## config.mk

```make
export PLATFORM = sky130hd
export DESIGN_NAME = pbwc_top
export DESIGN_NICKNAME = d
export VERILOG_FILES = /design/src/logic/pbwc_pkg.sv /design/src/logic/pbwc_shift_rx.sv /design/src/logic/pbwc_key_filter.sv /design/src/logic/pbwc_top.sv
export VERILOG_INCLUDE_DIRS = /design/src /design/src/logic
export SDC_FILE = /design/constraint.sdc
export NUM_CORES = 1
export LEC_CHECK = 0
export BUFFER_PORTS_ARGS = -buffer_cell sky130_fd_sc_hd__buf_2
export CAP_MARGIN = 15
export CORE_UTILIZATION = 43
export CTS_CLUSTER_DIAMETER = 50
export DETAILED_ROUTE_END_ITERATION = 8
export MAX_ROUTING_LAYER = met4
export PLACE_DENSITY_LB_ADDON = 0.05
export SLEW_MARGIN = 0
export SYNTH_ARGS = -nofsm -noshare
export SYNTH_HDL_FRONTEND = slang
export SYNTH_SLANG_ARGS = --single-unit
```

## constraint.sdc

```tcl
create_clock -name clk -period 12.5 [get_ports clk]
set_input_delay 0.625 -clock clk [delete_from_list [all_inputs] [get_ports clk]]
set_output_delay 0.625 -clock clk [all_outputs]
set_load 0.01 [all_outputs]
```

## src/logic/pbwc_defs.svh

```systemverilog
/*
 * Command codes, reset values, battery threshold constants and timing counts.
 * Assumes a 20 MHz clock and 16-bit words sent MSB first.
 */
// What this block does
// Upper byte CAh loads button configuration; reset CA00h.
// Dual-key enable makes keys one and two together act as key four.
// Debounce select: 00=160 ms, 01=40 ms, 10=10 ms, 11=none.
// Bits four to one make that key's routine repeat while held.
// Pull-up disable bit turns off key pull-ups; clear after reset.
// Sleep command kills amp and synth now, oscillator after count cycles.
// Wake interval is multiplier times two to the exponent.
// Wake period command is code 111 in bits fifteen to thirteen.
// Host clears then sets wake timer enable each wake cycle.
// Host writes zeros to unused threshold bits seven to five.
// Low battery flag sets when supply is 50 mV under threshold.
// Battery monitor runs only while its enable bit is set.
// Auto chain select chooses manual, amp-after-lock, osc-synth, or both.
// Auto oscillator mode starts osc on transmit, synth once stable.
// Power bits five, four, three enable oscillator, synth, amplifier.
// Each synthesizer enable starts a fresh VCO calibration.
// Host programs frequency and band before enabling the synthesizer.
// Wake timer counts only while its enable bit is set.
// Clock out disable stops clock output; active after reset.
// Power word C001h disables all and stops clock output.
// With clock output left enabled, oscillator keeps running.
// Threshold steps 0.1 V per code from 2.2 V.
// Words shift in MSB first; applied only after a full frame.
// Wake interval counts a fixed internal timebase tick.
`ifndef PBWC_DEFS_SVH
`define PBWC_DEFS_SVH

`define PBWC_CODE_BUTTON    8'hca
`define PBWC_CODE_SLEEP     8'hc4
`define PBWC_CODE_BATT      8'hc2
`define PBWC_CODE_POWER     8'hc0
`define PBWC_CODE_WAKE      3'h7
`define PBWC_CODE_XMIT      8'hc6

`define PBWC_RST_BUTTON     16'hca00
`define PBWC_RST_SLEEP      16'hc400
`define PBWC_RST_WAKE       16'he000
`define PBWC_RST_BATT       16'hc200
`define PBWC_RST_POWER      16'hc000

`define PBWC_CLK_HZ         20000000
`define PBWC_DB160_MS       160
`define PBWC_DB40_MS        40
`define PBWC_DB10_MS        10
`define PBWC_MS_CYC(ms)     ((ms) * (`PBWC_CLK_HZ / 1000))
`define PBWC_TICK_US        1000
`define PBWC_TICK_CYC       ((`PBWC_TICK_US) * (`PBWC_CLK_HZ / 1000000))
`define PBWC_BATT_MIN_MV    2200
`define PBWC_BATT_STEP_MV   100
`define PBWC_BATT_HYST_MV   50
`define PBWC_SETTLE_CYC     16'h0100
`define PBWC_CAL_CYC        16'h0040

`endif

```

## src/logic/pbwc_pkg.sv

```systemverilog
/*
 * Register layouts and state types.
 * Assumes nothing of its surroundings.
 */
package pbwc_pkg;

    // ****
    // Register layouts
    // ****
    typedef struct packed {
        logic [7:0] code;
        logic       dual_key_enable;
        logic [1:0] debounce_select;
        logic [3:0] repeat_enable;
        logic       pullup_disable;
    } pbwc_button_s;

    typedef struct packed {
        logic [7:0] code;
        logic [1:0] auto_chain_select;
        logic       xtal_enable;
        logic       pll_enable;
        logic       amp_enable;
        logic       battery_monitor_enable;
        logic       wake_timer_enable;
        logic       clock_out_disable;
    } pbwc_power_s;

    typedef struct packed {
        logic [2:0] code;
        logic [4:0] wake_exponent;
        logic [7:0] wake_multiplier;
    } pbwc_wake_s;

    typedef struct packed {
        logic xtal_on;
        logic pll_on;
        logic amp_on;
        logic vco_cal;
        logic clock_out_on;
    } pbwc_rf_s;

    typedef enum logic [2:0] {
        PBWC_RUN,
        PBWC_OSC_WAIT,
        PBWC_SYN_WAIT,
        PBWC_SLEEP_WAIT,
        PBWC_ASLEEP
    } pbwc_pwr_e;

endpackage : pbwc_pkg

```

## src/logic/pbwc_shift_rx.sv

```systemverilog
/*
 * Serial receiver: 16-bit words MSB first on rising link clock.
 * Assumes all three link pins are asynchronous.
 */
module pbwc_shift_rx (
    input  wire logic        clk,
    input  wire logic        rst,
    input  wire logic        sck,
    input  wire logic        sdi,
    input  wire logic        sel_n,
    output logic [15:0]      word,
    output logic             word_valid
);
    logic [2:0]  sck_sync_reg;
    logic [1:0]  sdi_sync_reg;
    logic [1:0]  sel_sync_reg;
    logic [15:0] shift_reg;
    logic [4:0]  count_reg;

    wire rise   = sck_sync_reg[1] & ~sck_sync_reg[2];
    wire active = ~sel_sync_reg[1];
    wire last   = rise & active & (count_reg == 5'h0f);

    always_ff @(posedge clk or posedge rst) begin
        if (rst) begin
            sck_sync_reg <= 3'h0;
            sdi_sync_reg <= 2'h0;
            sel_sync_reg <= 2'h3;
        end else begin
            sck_sync_reg <= {sck_sync_reg[1:0], sck};
            sdi_sync_reg <= {sdi_sync_reg[0], sdi};
            sel_sync_reg <= {sel_sync_reg[0], sel_n};
        end
    end

    always_ff @(posedge clk or posedge rst) begin
        if (rst) begin
            shift_reg  <= 16'h0000;
            count_reg  <= 5'h00;
            word       <= 16'h0000;
            word_valid <= 1'b0;
        end else begin
            word_valid <= last;
            if (!active) begin
                count_reg <= 5'h00;
            end else if (rise) begin
                shift_reg <= {shift_reg[14:0], sdi_sync_reg[1]};
                count_reg <= last ? 5'h00 : count_reg + 5'h01;
            end
            if (last) begin
                word <= {shift_reg[14:0], sdi_sync_reg[1]};
            end
        end
    end

endmodule : pbwc_shift_rx

```

## src/logic/pbwc_key_filter.sv

```systemverilog
/*
 * Key debounce: level passes once stable for the given count.
 * Assumes the pin is low when pressed; zero count means none.
 */
module pbwc_key_filter (
    input  wire logic        clk,
    input  wire logic        rst,
    input  wire logic        key_n,
    input  wire logic [21:0] limit,
    output logic             pressed
);
    logic [1:0]  sync_reg;
    logic [21:0] cnt_reg;

    wire raw  = ~sync_reg[1];
    wire diff = raw != pressed;

    always_ff @(posedge clk or posedge rst) begin
        if (rst) begin
            sync_reg <= 2'h3;
            cnt_reg  <= 22'h0;
            pressed  <= 1'b0;
        end else begin
            sync_reg <= {sync_reg[0], key_n};
            if (!diff) begin
                cnt_reg <= 22'h0;
            end else if (cnt_reg >= limit) begin
                pressed <= raw;
                cnt_reg <= 22'h0;
            end else begin
                cnt_reg <= cnt_reg + 22'h1;
            end
        end
    end

endmodule : pbwc_key_filter

```

## src/logic/pbwc_top.sv

```systemverilog
/*
 * Power, button and wake control: command decode and power sequencing.
 * Assumes async pins; analog side reports lock, stability and supply in mV.
 */
`include "pbwc_defs.svh"

module pbwc_top #(
    parameter int DB160_CYC = `PBWC_MS_CYC(`PBWC_DB160_MS),
    parameter int DB40_CYC  = `PBWC_MS_CYC(`PBWC_DB40_MS),
    parameter int DB10_CYC  = `PBWC_MS_CYC(`PBWC_DB10_MS),
    parameter int TICK_CYC  = `PBWC_TICK_CYC
) (
    input  wire logic              clk,
    input  wire logic              rst,
    input  wire logic              sck,
    input  wire logic              sdi,
    input  wire logic              sel_n,
    input  wire logic [3:0]        key_n,
    input  wire logic              osc_stable,
    input  wire logic              pll_locked,
    input  wire logic [12:0]       supply_mv,
    output logic [3:0]             key_pullup_on,
    output logic [3:0]             key_run,
    output logic                   combo_run,
    output pbwc_pkg::pbwc_rf_s     rf,
    output logic                   battery_low_flag,
    output logic                   wake_event,
    output logic                   asleep
);
    import pbwc_pkg::*;

    initial begin
        if (DB160_CYC >= (1 << 22) || DB10_CYC < 1 || TICK_CYC < 1) begin
            $error("count parameter out of range");
        end
    end

    // ****
    // Command intake and decode
    // ****
    logic [15:0] word;
    logic        word_valid;

    pbwc_shift_rx u_rx (
        .clk        (clk),
        .rst        (rst),
        .sck        (sck),
        .sdi        (sdi),
        .sel_n      (sel_n),
        .word       (word),
        .word_valid (word_valid)
    );

    wire hit_button = word_valid && word[15:8] == `PBWC_CODE_BUTTON;
    wire hit_sleep  = word_valid && word[15:8] == `PBWC_CODE_SLEEP;
    wire hit_batt   = word_valid && word[15:8] == `PBWC_CODE_BATT;
    wire hit_power  = word_valid && word[15:8] == `PBWC_CODE_POWER;
    wire hit_xmit   = word_valid && word[15:8] == `PBWC_CODE_XMIT;
    wire hit_wake   = word_valid && word[15:13] == `PBWC_CODE_WAKE;

    // ****
    // Settings registers
    // ****
    pbwc_button_s button_reg;
    logic [15:0]  sleep_reg;
    pbwc_wake_s   wake_reg;
    logic [15:0]  batt_reg;
    pbwc_power_s  power_reg;

    always_ff @(posedge clk or posedge rst) begin
        if (rst) begin
            button_reg <= `PBWC_RST_BUTTON;
            sleep_reg  <= `PBWC_RST_SLEEP;
            wake_reg   <= `PBWC_RST_WAKE;
            batt_reg   <= `PBWC_RST_BATT;
            power_reg  <= `PBWC_RST_POWER;
        end else begin
            if (hit_button) button_reg <= word;
            if (hit_sleep)  sleep_reg  <= word;
            if (hit_wake)   wake_reg   <= word;
            if (hit_batt)   batt_reg   <= word;
            if (hit_power)  power_reg  <= word;
        end
    end

    // ****
    // Keys
    // ****
    wire [21:0] db_limit =
        button_reg.debounce_select == 2'h0 ? 22'(DB160_CYC) :
        button_reg.debounce_select == 2'h1 ? 22'(DB40_CYC)  :
        button_reg.debounce_select == 2'h2 ? 22'(DB10_CYC)  : 22'h0;

    logic [3:0] pressed;
    logic [3:0] pressed_d_reg;

    genvar k;
    generate
        for (k = 0; k < 4; k++) begin : g_key
            pbwc_key_filter u_key (
                .clk     (clk),
                .rst     (rst),
                .key_n   (key_n[k]),
                .limit   (db_limit),
                .pressed (pressed[k])
            );
        end
    endgenerate

    wire       combo    = button_reg.dual_key_enable & pressed[0] & pressed[1];
    logic      combo_d_reg;
    wire [3:0] new_press = pressed & ~pressed_d_reg;
    wire [3:0] key_fire  = new_press | (pressed & button_reg.repeat_enable);
    wire       combo_new = combo & ~combo_d_reg;

    always_ff @(posedge clk or posedge rst) begin
        if (rst) begin
            pressed_d_reg <= 4'h0;
            combo_d_reg   <= 1'b0;
            key_run       <= 4'h0;
            combo_run     <= 1'b0;
            key_pullup_on <= 4'hf;
        end else begin
            pressed_d_reg <= pressed;
            combo_d_reg   <= combo;
            key_run       <= key_fire;
            combo_run     <= combo_new | (combo & button_reg.repeat_enable[3]);
            key_pullup_on <= {4{~button_reg.pullup_disable}};
        end
    end

    // ****
    // Wake timer
    // ****
    logic [31:0] tick_cnt_reg;
    logic [39:0] wake_cnt_reg;
    wire  [39:0] wake_span = 40'(wake_reg.wake_multiplier) << wake_reg.wake_exponent;
    wire         tick      = tick_cnt_reg == 32'(TICK_CYC - 1);

    always_ff @(posedge clk or posedge rst) begin
        if (rst) begin
            tick_cnt_reg <= 32'h0;
            wake_cnt_reg <= 40'h0;
            wake_event   <= 1'b0;
        end else begin
            wake_event <= 1'b0;
            if (!power_reg.wake_timer_enable) begin
                tick_cnt_reg <= 32'h0;
                wake_cnt_reg <= 40'h0;
            end else if (tick) begin
                tick_cnt_reg <= 32'h0;
                if (wake_cnt_reg + 40'h1 >= wake_span) begin
                    wake_event   <= 1'b1;
                    wake_cnt_reg <= 40'h0;
                end else begin
                    wake_cnt_reg <= wake_cnt_reg + 40'h1;
                end
            end else begin
                tick_cnt_reg <= tick_cnt_reg + 32'h1;
            end
        end
    end

    // ****
    // Battery monitor
    // ****
    wire [12:0] thresh_mv = 13'(`PBWC_BATT_MIN_MV)
                          + 13'(batt_reg[4:0]) * 13'(`PBWC_BATT_STEP_MV);
    wire        below     = supply_mv + 13'(`PBWC_BATT_HYST_MV) <= thresh_mv;

    always_ff @(posedge clk or posedge rst) begin
        if (rst) begin
            battery_low_flag <= 1'b0;
        end else if (!power_reg.battery_monitor_enable) begin
            battery_low_flag <= 1'b0;
        end else begin
            battery_low_flag <= below;
        end
    end

    // ****
    // Power sequencing
    // ****
    pbwc_pwr_e   state_reg;
    logic [7:0]  sleep_cnt_reg;
    logic        auto_xtal_reg;
    logic        auto_pll_reg;
    logic        pll_d_reg;
    logic [15:0] cal_cnt_reg;

    wire auto_osc = power_reg.auto_chain_select[1];
    wire auto_amp = power_reg.auto_chain_select[0];

    always_ff @(posedge clk or posedge rst) begin
        if (rst) begin
            state_reg     <= PBWC_RUN;
            sleep_cnt_reg <= 8'h00;
            auto_xtal_reg <= 1'b0;
            auto_pll_reg  <= 1'b0;
        end else begin
            case (state_reg)
                PBWC_RUN: begin
                    if (hit_sleep) begin
                        sleep_cnt_reg <= word[7:0];
                        state_reg     <= PBWC_SLEEP_WAIT;
                    end else if (hit_xmit && auto_osc) begin
                        auto_xtal_reg <= 1'b1;
                        state_reg     <= PBWC_OSC_WAIT;
                    end
                end
                PBWC_OSC_WAIT: begin
                    if (hit_sleep) begin
                        auto_xtal_reg <= 1'b0;
                        sleep_cnt_reg <= word[7:0];
                        state_reg     <= PBWC_SLEEP_WAIT;
                    end else if (osc_stable) begin
                        auto_pll_reg <= 1'b1;
                        state_reg    <= PBWC_RUN;
                    end
                end
                PBWC_SLEEP_WAIT: begin
                    auto_xtal_reg <= 1'b0;
                    auto_pll_reg  <= 1'b0;
                    if (sleep_cnt_reg == 8'h00) begin
                        state_reg <= PBWC_ASLEEP;
                    end else begin
                        sleep_cnt_reg <= sleep_cnt_reg - 8'h01;
                    end
                end
                PBWC_ASLEEP: begin
                    if (hit_power || hit_xmit || wake_event) begin
                        state_reg <= PBWC_RUN;
                    end
                end
                default: begin
                    state_reg <= PBWC_RUN;
                end
            endcase
            // A new power word clears both automatic enables; an oscillator wait still pending later sets the synth one
            if (hit_power) {auto_xtal_reg, auto_pll_reg} <= 2'h0;
        end
    end

    wire sleeping  = state_reg == PBWC_ASLEEP;
    wire quiet     = state_reg == PBWC_SLEEP_WAIT || sleeping;
    wire xtal_next = !sleeping && (power_reg.xtal_enable || auto_xtal_reg
                     || !power_reg.clock_out_disable);
    wire pll_next  = !quiet && (power_reg.pll_enable || auto_pll_reg);
    wire amp_next  = !quiet && (power_reg.amp_enable
                     || (auto_amp && pll_locked && pll_next));
    wire clko_next = !sleeping && !power_reg.clock_out_disable;

    always_ff @(posedge clk or posedge rst) begin
        if (rst) begin
            pll_d_reg   <= 1'b0;
            cal_cnt_reg <= 16'h0;
            rf          <= '0;
            asleep      <= 1'b0;
        end else begin
            pll_d_reg <= pll_next;
            if (pll_next && !pll_d_reg) begin
                cal_cnt_reg <= `PBWC_CAL_CYC;
            end else if (cal_cnt_reg != 16'h0) begin
                cal_cnt_reg <= cal_cnt_reg - 16'h1;
            end
            rf.xtal_on      <= xtal_next;
            rf.pll_on       <= pll_next;
            rf.amp_on       <= amp_next;
            rf.vco_cal      <= (pll_next && !pll_d_reg) || cal_cnt_reg > 16'h1;
            rf.clock_out_on <= clko_next;
            asleep          <= sleeping;
        end
    end

endmodule : pbwc_top

```

# [After elaboration in Yosys (flattened, before gate mapping)]
# Cells that the tools add are included.
[op_classes] mul=1 bitwise_logic=20 n_mux=44 n_shift=1 n_reduce_logical=45 n_eq_ne=29 add_sub_neg=11 magnitude_cmp=7
[ops] operator="$mux W22" n=9
[ops] operator="$mux W40" n=3
[ops] operator="$add A22 B1 Y22 const B" n=4
[ops] operator="$ge A22 B22 Y1" n=4
[ops] operator="$mux W32" n=2
[ops] operator="$add A40 B1 Y40 const B" n=1
[ops] operator="$eq A8 B8 Y1 const B" n=5
[ops] operator="$ge A40 B40 Y1" n=1
[ops] operator="$shl A8 B5 Y40" n=1
[ops] operator="$add A32 B1 Y32 const B" n=1
[ops] operator="$eq A32 B15 Y1 const B" n=1
[ops] operator="$mux W16" n=2
[ops] operator="$ne A3 B3 Y1 const B" n=7
[ops] operator="$mux W20" n=1
[ops] operator="$mux W18" n=1
[ops] operator="$mux W3" n=6
[ops] operator="$gt A16 B1 Y1 const B" n=1
[ops] operator="$mux W8" n=2
[ops] operator="$pmux W8 S2" n=1
[ops] operator="$reduce_bool A16 Y1" n=1
[ops] operator="$sub A16 B1 Y16 const B" n=1
[ops] operator="$mux W5" n=3
[ops] operator="$logic_and A1 B1 Y1" n=14
[ops] operator="$add A12 B12 Y13 const A" n=1
[ops] operator="36 further kinds" n=85
[totals] word_cells=211 out_inout_bits=17 register_bits=298 inputBits=24

# [Longest topological paths before layout]
[depth] depth_word=7 depth_mapped=18 depth_no_buf=15

# [Hierarchy]
# Synthesis repeated with hierarchy kept, for this count alone.
[unflattened] hier_cells=1949 area_unflattened_um2=18208.7
[modules_own_cells] module="pbwc_top" cells_per_inst=1095 seq_area_each_um2=3854.9 instances=1 area_each_um2=9809.4
[modules_own_cells] module="pbwc_key_filter" cells_per_inst=188 seq_area_each_um2=628.1 instances=4 area_each_um2=1674.1
[modules_own_cells] module="pbwc_shift_rx" cells_per_inst=102 seq_area_each_um2=1103.6 instances=1 area_each_um2=1702.9

# [Worst setup path before layout]
# No wires, ideal clock.
[synth_path] kind="flip-flop to flip-flop" start="reg wake_cnt_reg[3]" end="reg wake_cnt_reg[10]" synth_period_minus_slack_ns=3.938 n_path_buf=2 setup_ns=0.066 path_stages_with_launch=14 t_required_ns=12.434 arrival_time_ns=3.872 slack_ns=8.562 path_cell_list="dfrtp_1 -> nand4_1 -> nor4_1 -> nand3_1 -> and2_1 -> or2_2 -> ha_1 -> and4_1 -> a221oi_1 -> a21boi_0 -> clkbuf_1 -> clkbuf_1 -> o211ai_1 -> nand2_1"
[synth_between] elab_chain_cells=5
[synth_rtl] element="start: declaration" line_no="pbwc_top.sv:136" source="logic [39:0] wake_cnt_reg;"
[synth_rtl] element="start signal: assignment" line_no="pbwc_top.sv:156" source="wake_cnt_reg <= wake_cnt_reg + 40'h1;"
[synth_rtl] element="$add A40 B1 Y40 *" line_no="pbwc_top.sv:152, pbwc_top.sv:156"
[synth_rtl] element="$ge A40 B40 Y1" line_no="pbwc_top.sv:152" source="if (wake_cnt_reg + 40'h1 >= wake_span) begin"
[synth_rtl] element="$mux W40 *" line_no="pbwc_top.sv:152"
[synth_rtl] element="$mux W40 *" line_no="pbwc_top.sv:150" source="end else if (tick) begin"
[synth_rtl] element="$mux W40 *" line_no="pbwc_top.sv:147" source="if (!power_reg.wake_timer_enable) begin"
# Every way passes the cells marked *; elsewhere a longest branch is shown, timed or not. The select of a mux whose other input is x is not followed.
# A chain may end at the register's enable or synchronous reset.

# [Worst setup path after layout]
[layout_path] start="reg wake_cnt_reg[0]" end="reg wake_cnt_reg[17]"
# The elaborated chain is that of the path after synthesis.

==> impl_metrics.py <==
metrics = {
    "run_status": {
        "status": "finished clean",
    },
    "timing": {
        "finalSetupViolations": 0,
        "layout_setup_ws_ns": 8.082,
        "worst_pin_slew_ns": 0.9469,
        "timing.fmax_mhz": 226.4,
        "period_share_pct": 35.34,
        "finalClockSkew_ns": 0.02312,
        "slew-limit-headroom_pct": 36.87,
        "hold_slack_ns": 0.1340,
        "finalCriticalPeriod_ns": 4.418,
        "maxSlewViolCount": 0,
        "finalSetupTns_ns": 0,
        "rsz0062_at_grt": "no",
        "finalHoldViolCount": 0,
    },
    "grt": {
        "antenna_found_initial": 0,
        "grt_pass1_vias": 12840,
        "grt_pass1_wl_um": 66050,
        "grt_max_degree": 78,
        "grt_usage_pct": 20.26,
        "grt-ovfl-total": 0,
    },
    "pwr": {
        "totalPowerFinal_w": 0.002328,
        "p_sw_w": 0.0005187,
        "leakagePower_nw": 9.194,
        "p_int_w": 0.001809,
        "pwr_density_cell_nw_per_um2": 117.9,
        "p_clk_share_pct": 54.1,
        "p_sw_share_pct": 22.28,
        "seqPwrFrac_pct": 43.0,
        "p_comb_share_pct": 2.9,
        "vdd_ir_drop_max_mv": 0.1019,
    },
    "floorplan": {
        "die_x_um": 203.6,
        "core-area_um2": 39910,
        "initial_core_util_pct": 43.80,
        "std_cell_rows": 73,
        "die_area_um2": 41470,
        "die_y_um": 203.6,
        "ios": 41,
    },
    "yosys": {
        "syn_nets": 1990,
        "synthArstFlopShare_pct": 100.0,
        "synth_top_area_share_pct": 41.08,
        "synth_area_leaders": "dfrtp_1, ha_1, nor2_1, nand2_1, mux2_2",
        "synth_edf_count": 0,
        "synth_cell_types": 68,
        "syn-cell-area_um2": 17480,
        "ys.flop_type": "dfrtp_1",
        "ys_warn_count": 0,
        "yosys.area.top_type": "dfrtp_1",
        "ys_ff_latch": 298,
        "syn_inst": 1821,
        "syn_area_per_cell_um2": 9.601,
        "seq_area_frac_synth_pct": 42.73,
    },
    "cells_and_area": {
        "antennaDiodeCount": 0,
        "layout_common_cells": "dfrtp_1, nor2_1, nand2_1",
        "largest_reg_flops": 88,
        "final_common_cell": "dfrtp_1",
        "drive_above_1_share_pct": 13.56,
        "area_delta_synth_final_pct": 12.97,
        "nNetsFinal": 2033,
    },
    "route": {
        "num_vias": 12820,
        "post_drt_via_cell_ratio": 5.296,
        "drc": 0,
        "dr.pass1.iters": 5,
        "wire_per_inst_um": 16.12,
        "drt.antenna.violating_nets": 0,
        "totalWireLength_um": 39000,
        "drt_iter0_drc": 606,
    },
    "critical_path": {
        "crit_chain": "ha_1 -> nand2_1 -> or4_1 -> nor4_2 -> nand3_1 -> and2_1 -> or2_2 -> ha_1 -> nand4_1 -> nor3_1 -> nand2_1 -> buf_4 -> o221ai_1 -> o21ai_0",
        "crit_required_ns": 12.93,
        "ff2ff_path_depth": 14,
        "path_class": "flop to flop",
        "worst_path_max_delay_cell": "or4_1",
        "crit_path_start_kind": "flop",
        "crit_arrival_ns": 4.85,
        "r2r-start": "wake_cnt_reg[0]$_DFFE_PP0P_",
        "crit_start": "wake_cnt_reg[0]$_DFFE_PP0P_",
        "critPathMaxStageDelay_ns": 0.60,
        "critPathMaxFanout": 24,
        "end_kind": "flop",
    },
    "clocking": {
        "ctsHtreeMaxLevel": 2,
        "clock_sinks": 298,
        "clk_latency_ns": 0.57,
        "clkSlewWorstSetupHoldPaths_ns": 0.05,
        "root_buffer": "clkbuf_16",
        "cts-buffers-inserted": 42,
        "ctsResizeCount": 0,
        "cts-hold-fix-buffers": 0,
        "clockBufferDepth": 3,
        "cts_tree": "built",
        "cts_setup_buffers": 0,
    },
    "placed_design": {
        "place_congestion": 0.8269,
        "dp_hpwl_um": 27090,
        "place_ws_ns": 8.046,
        "port_buffers": 40,
    },
    "run": {
        "cap_violations": 0,
    },
    "hold_path": {
        "hold_class": "input pin to asynchronous set/reset pin",
    },
}
## power groups by stage
stage | Combinational [W] | Clock [W] | Sequential, W
3_5_place_dp | 0.0000695 | 0 | 0.00102
3_3_place_gp | 0.0000684 | 0 | 0.00102
6_report | 0.0000671 | 0.00126 | 0.00100
2_1_floorplan | 0.0000496 | 0 | 0.00101
4_1_cts | 0.0000702 | 0.00130 | 0.00100
5_1_grt | 0.0000782 | 0.00134 | 0.00100
## per-stage QoR
step           std cells  instance area [µm²]  utilization [%]
5_1_grt             2420                19750            49.48
2_1_floorplan       1821                17480                -
3_3_place_gp        2345                18260            45.74
3_5_place_dp        2345                18260            45.74
6_report            2420                19750            49.48
4_1_cts             2420                19750            49.48
## critical path: cells and delay by family, from the launching register on
family | cells | cell delay [ns]
adder cells (fa/ha/maj) | 2 | 0.53
buffers and inverters | 1 | 0.43
AO/OA/AOI/OAI | 2 | 0.29
flip-flops | 1 | 0.41
AND/OR/NAND/NOR | 9 | 2.62
## layer usage
layer | global-route usage (%) | vias to the layer above | part of all wire (%)
met1 | 26.25 | 6153 | 48
met5 | - | - | 0
met2 | 32.62 | 129 | 47
met3 | 2.557 | 71 | 2.6
li1 | - | 6464 | -
met4 | 7.089 | 0 | 2.6
## cell type report
type                    instances  area [µm²]
fillers                      3718       20160
repair buffers                 59       342.8
well taps                     525       656.9
clock inverters                24       319.1
multi-input cells            1398        9533
inverters                      65       251.5
clock buffers                  51        1176
flip-flops and latches        298        7471
## worst paths after layout
check | slack, ns | end
min in group clk | 0.16 | g_key[2].u_key.sync_reg[0]$_DFF_PP1_
worst max-delay path | 8.08 | wake_cnt_reg[17]$_DFFE_PP0P_
worst max register to register | 8.08 | wake_cnt_reg[17]$_DFFE_PP0P_
worst min-delay path | 0.13 | g_key[3].u_key.cnt_reg[2]$_DFF_PP0_
worst min register to register | 0.35 | u_rx.sdi_sync_reg[1]$_DFF_PP0_
max in group asynchronous | 10.11 | asleep$_DFF_PP0_
## kinds of logic (layout without fill, tap and decap cells)
| logic type | after synthesis | in the layout | synth area share [%] |
|---|---|---|---|
| simple gates | 771 | 771 | 21.38 |
| flops | 298 | 298 | 42.73 |
| buf+inv | 125 | 199 | 2.913 |
| fa+ha+maj | 145 | 145 | 10.42 |
| xor+xnor | 167 | 167 | 8.366 |
| compound gates | 236 | 236 | 9.182 |
| mux | 79 | 79 | 5.003 |
## Yosys cell counts (22+ instances only)
master and count:
nand2b_1 22, nand3_1 81, clkbuf_1 46, nor3_1 29
nor2_1 229, xor2_1 82, dfrtp_1 287, and3_1 32
nand4_1 43, a21oi_1 62, inv_1 65, o211ai_1 32
nand2_1 203, o21ai_0 54, ha_1 144, xnor2_1 85
mux2_2 67
Note: power is estimated with default switching activity, not from simulation.
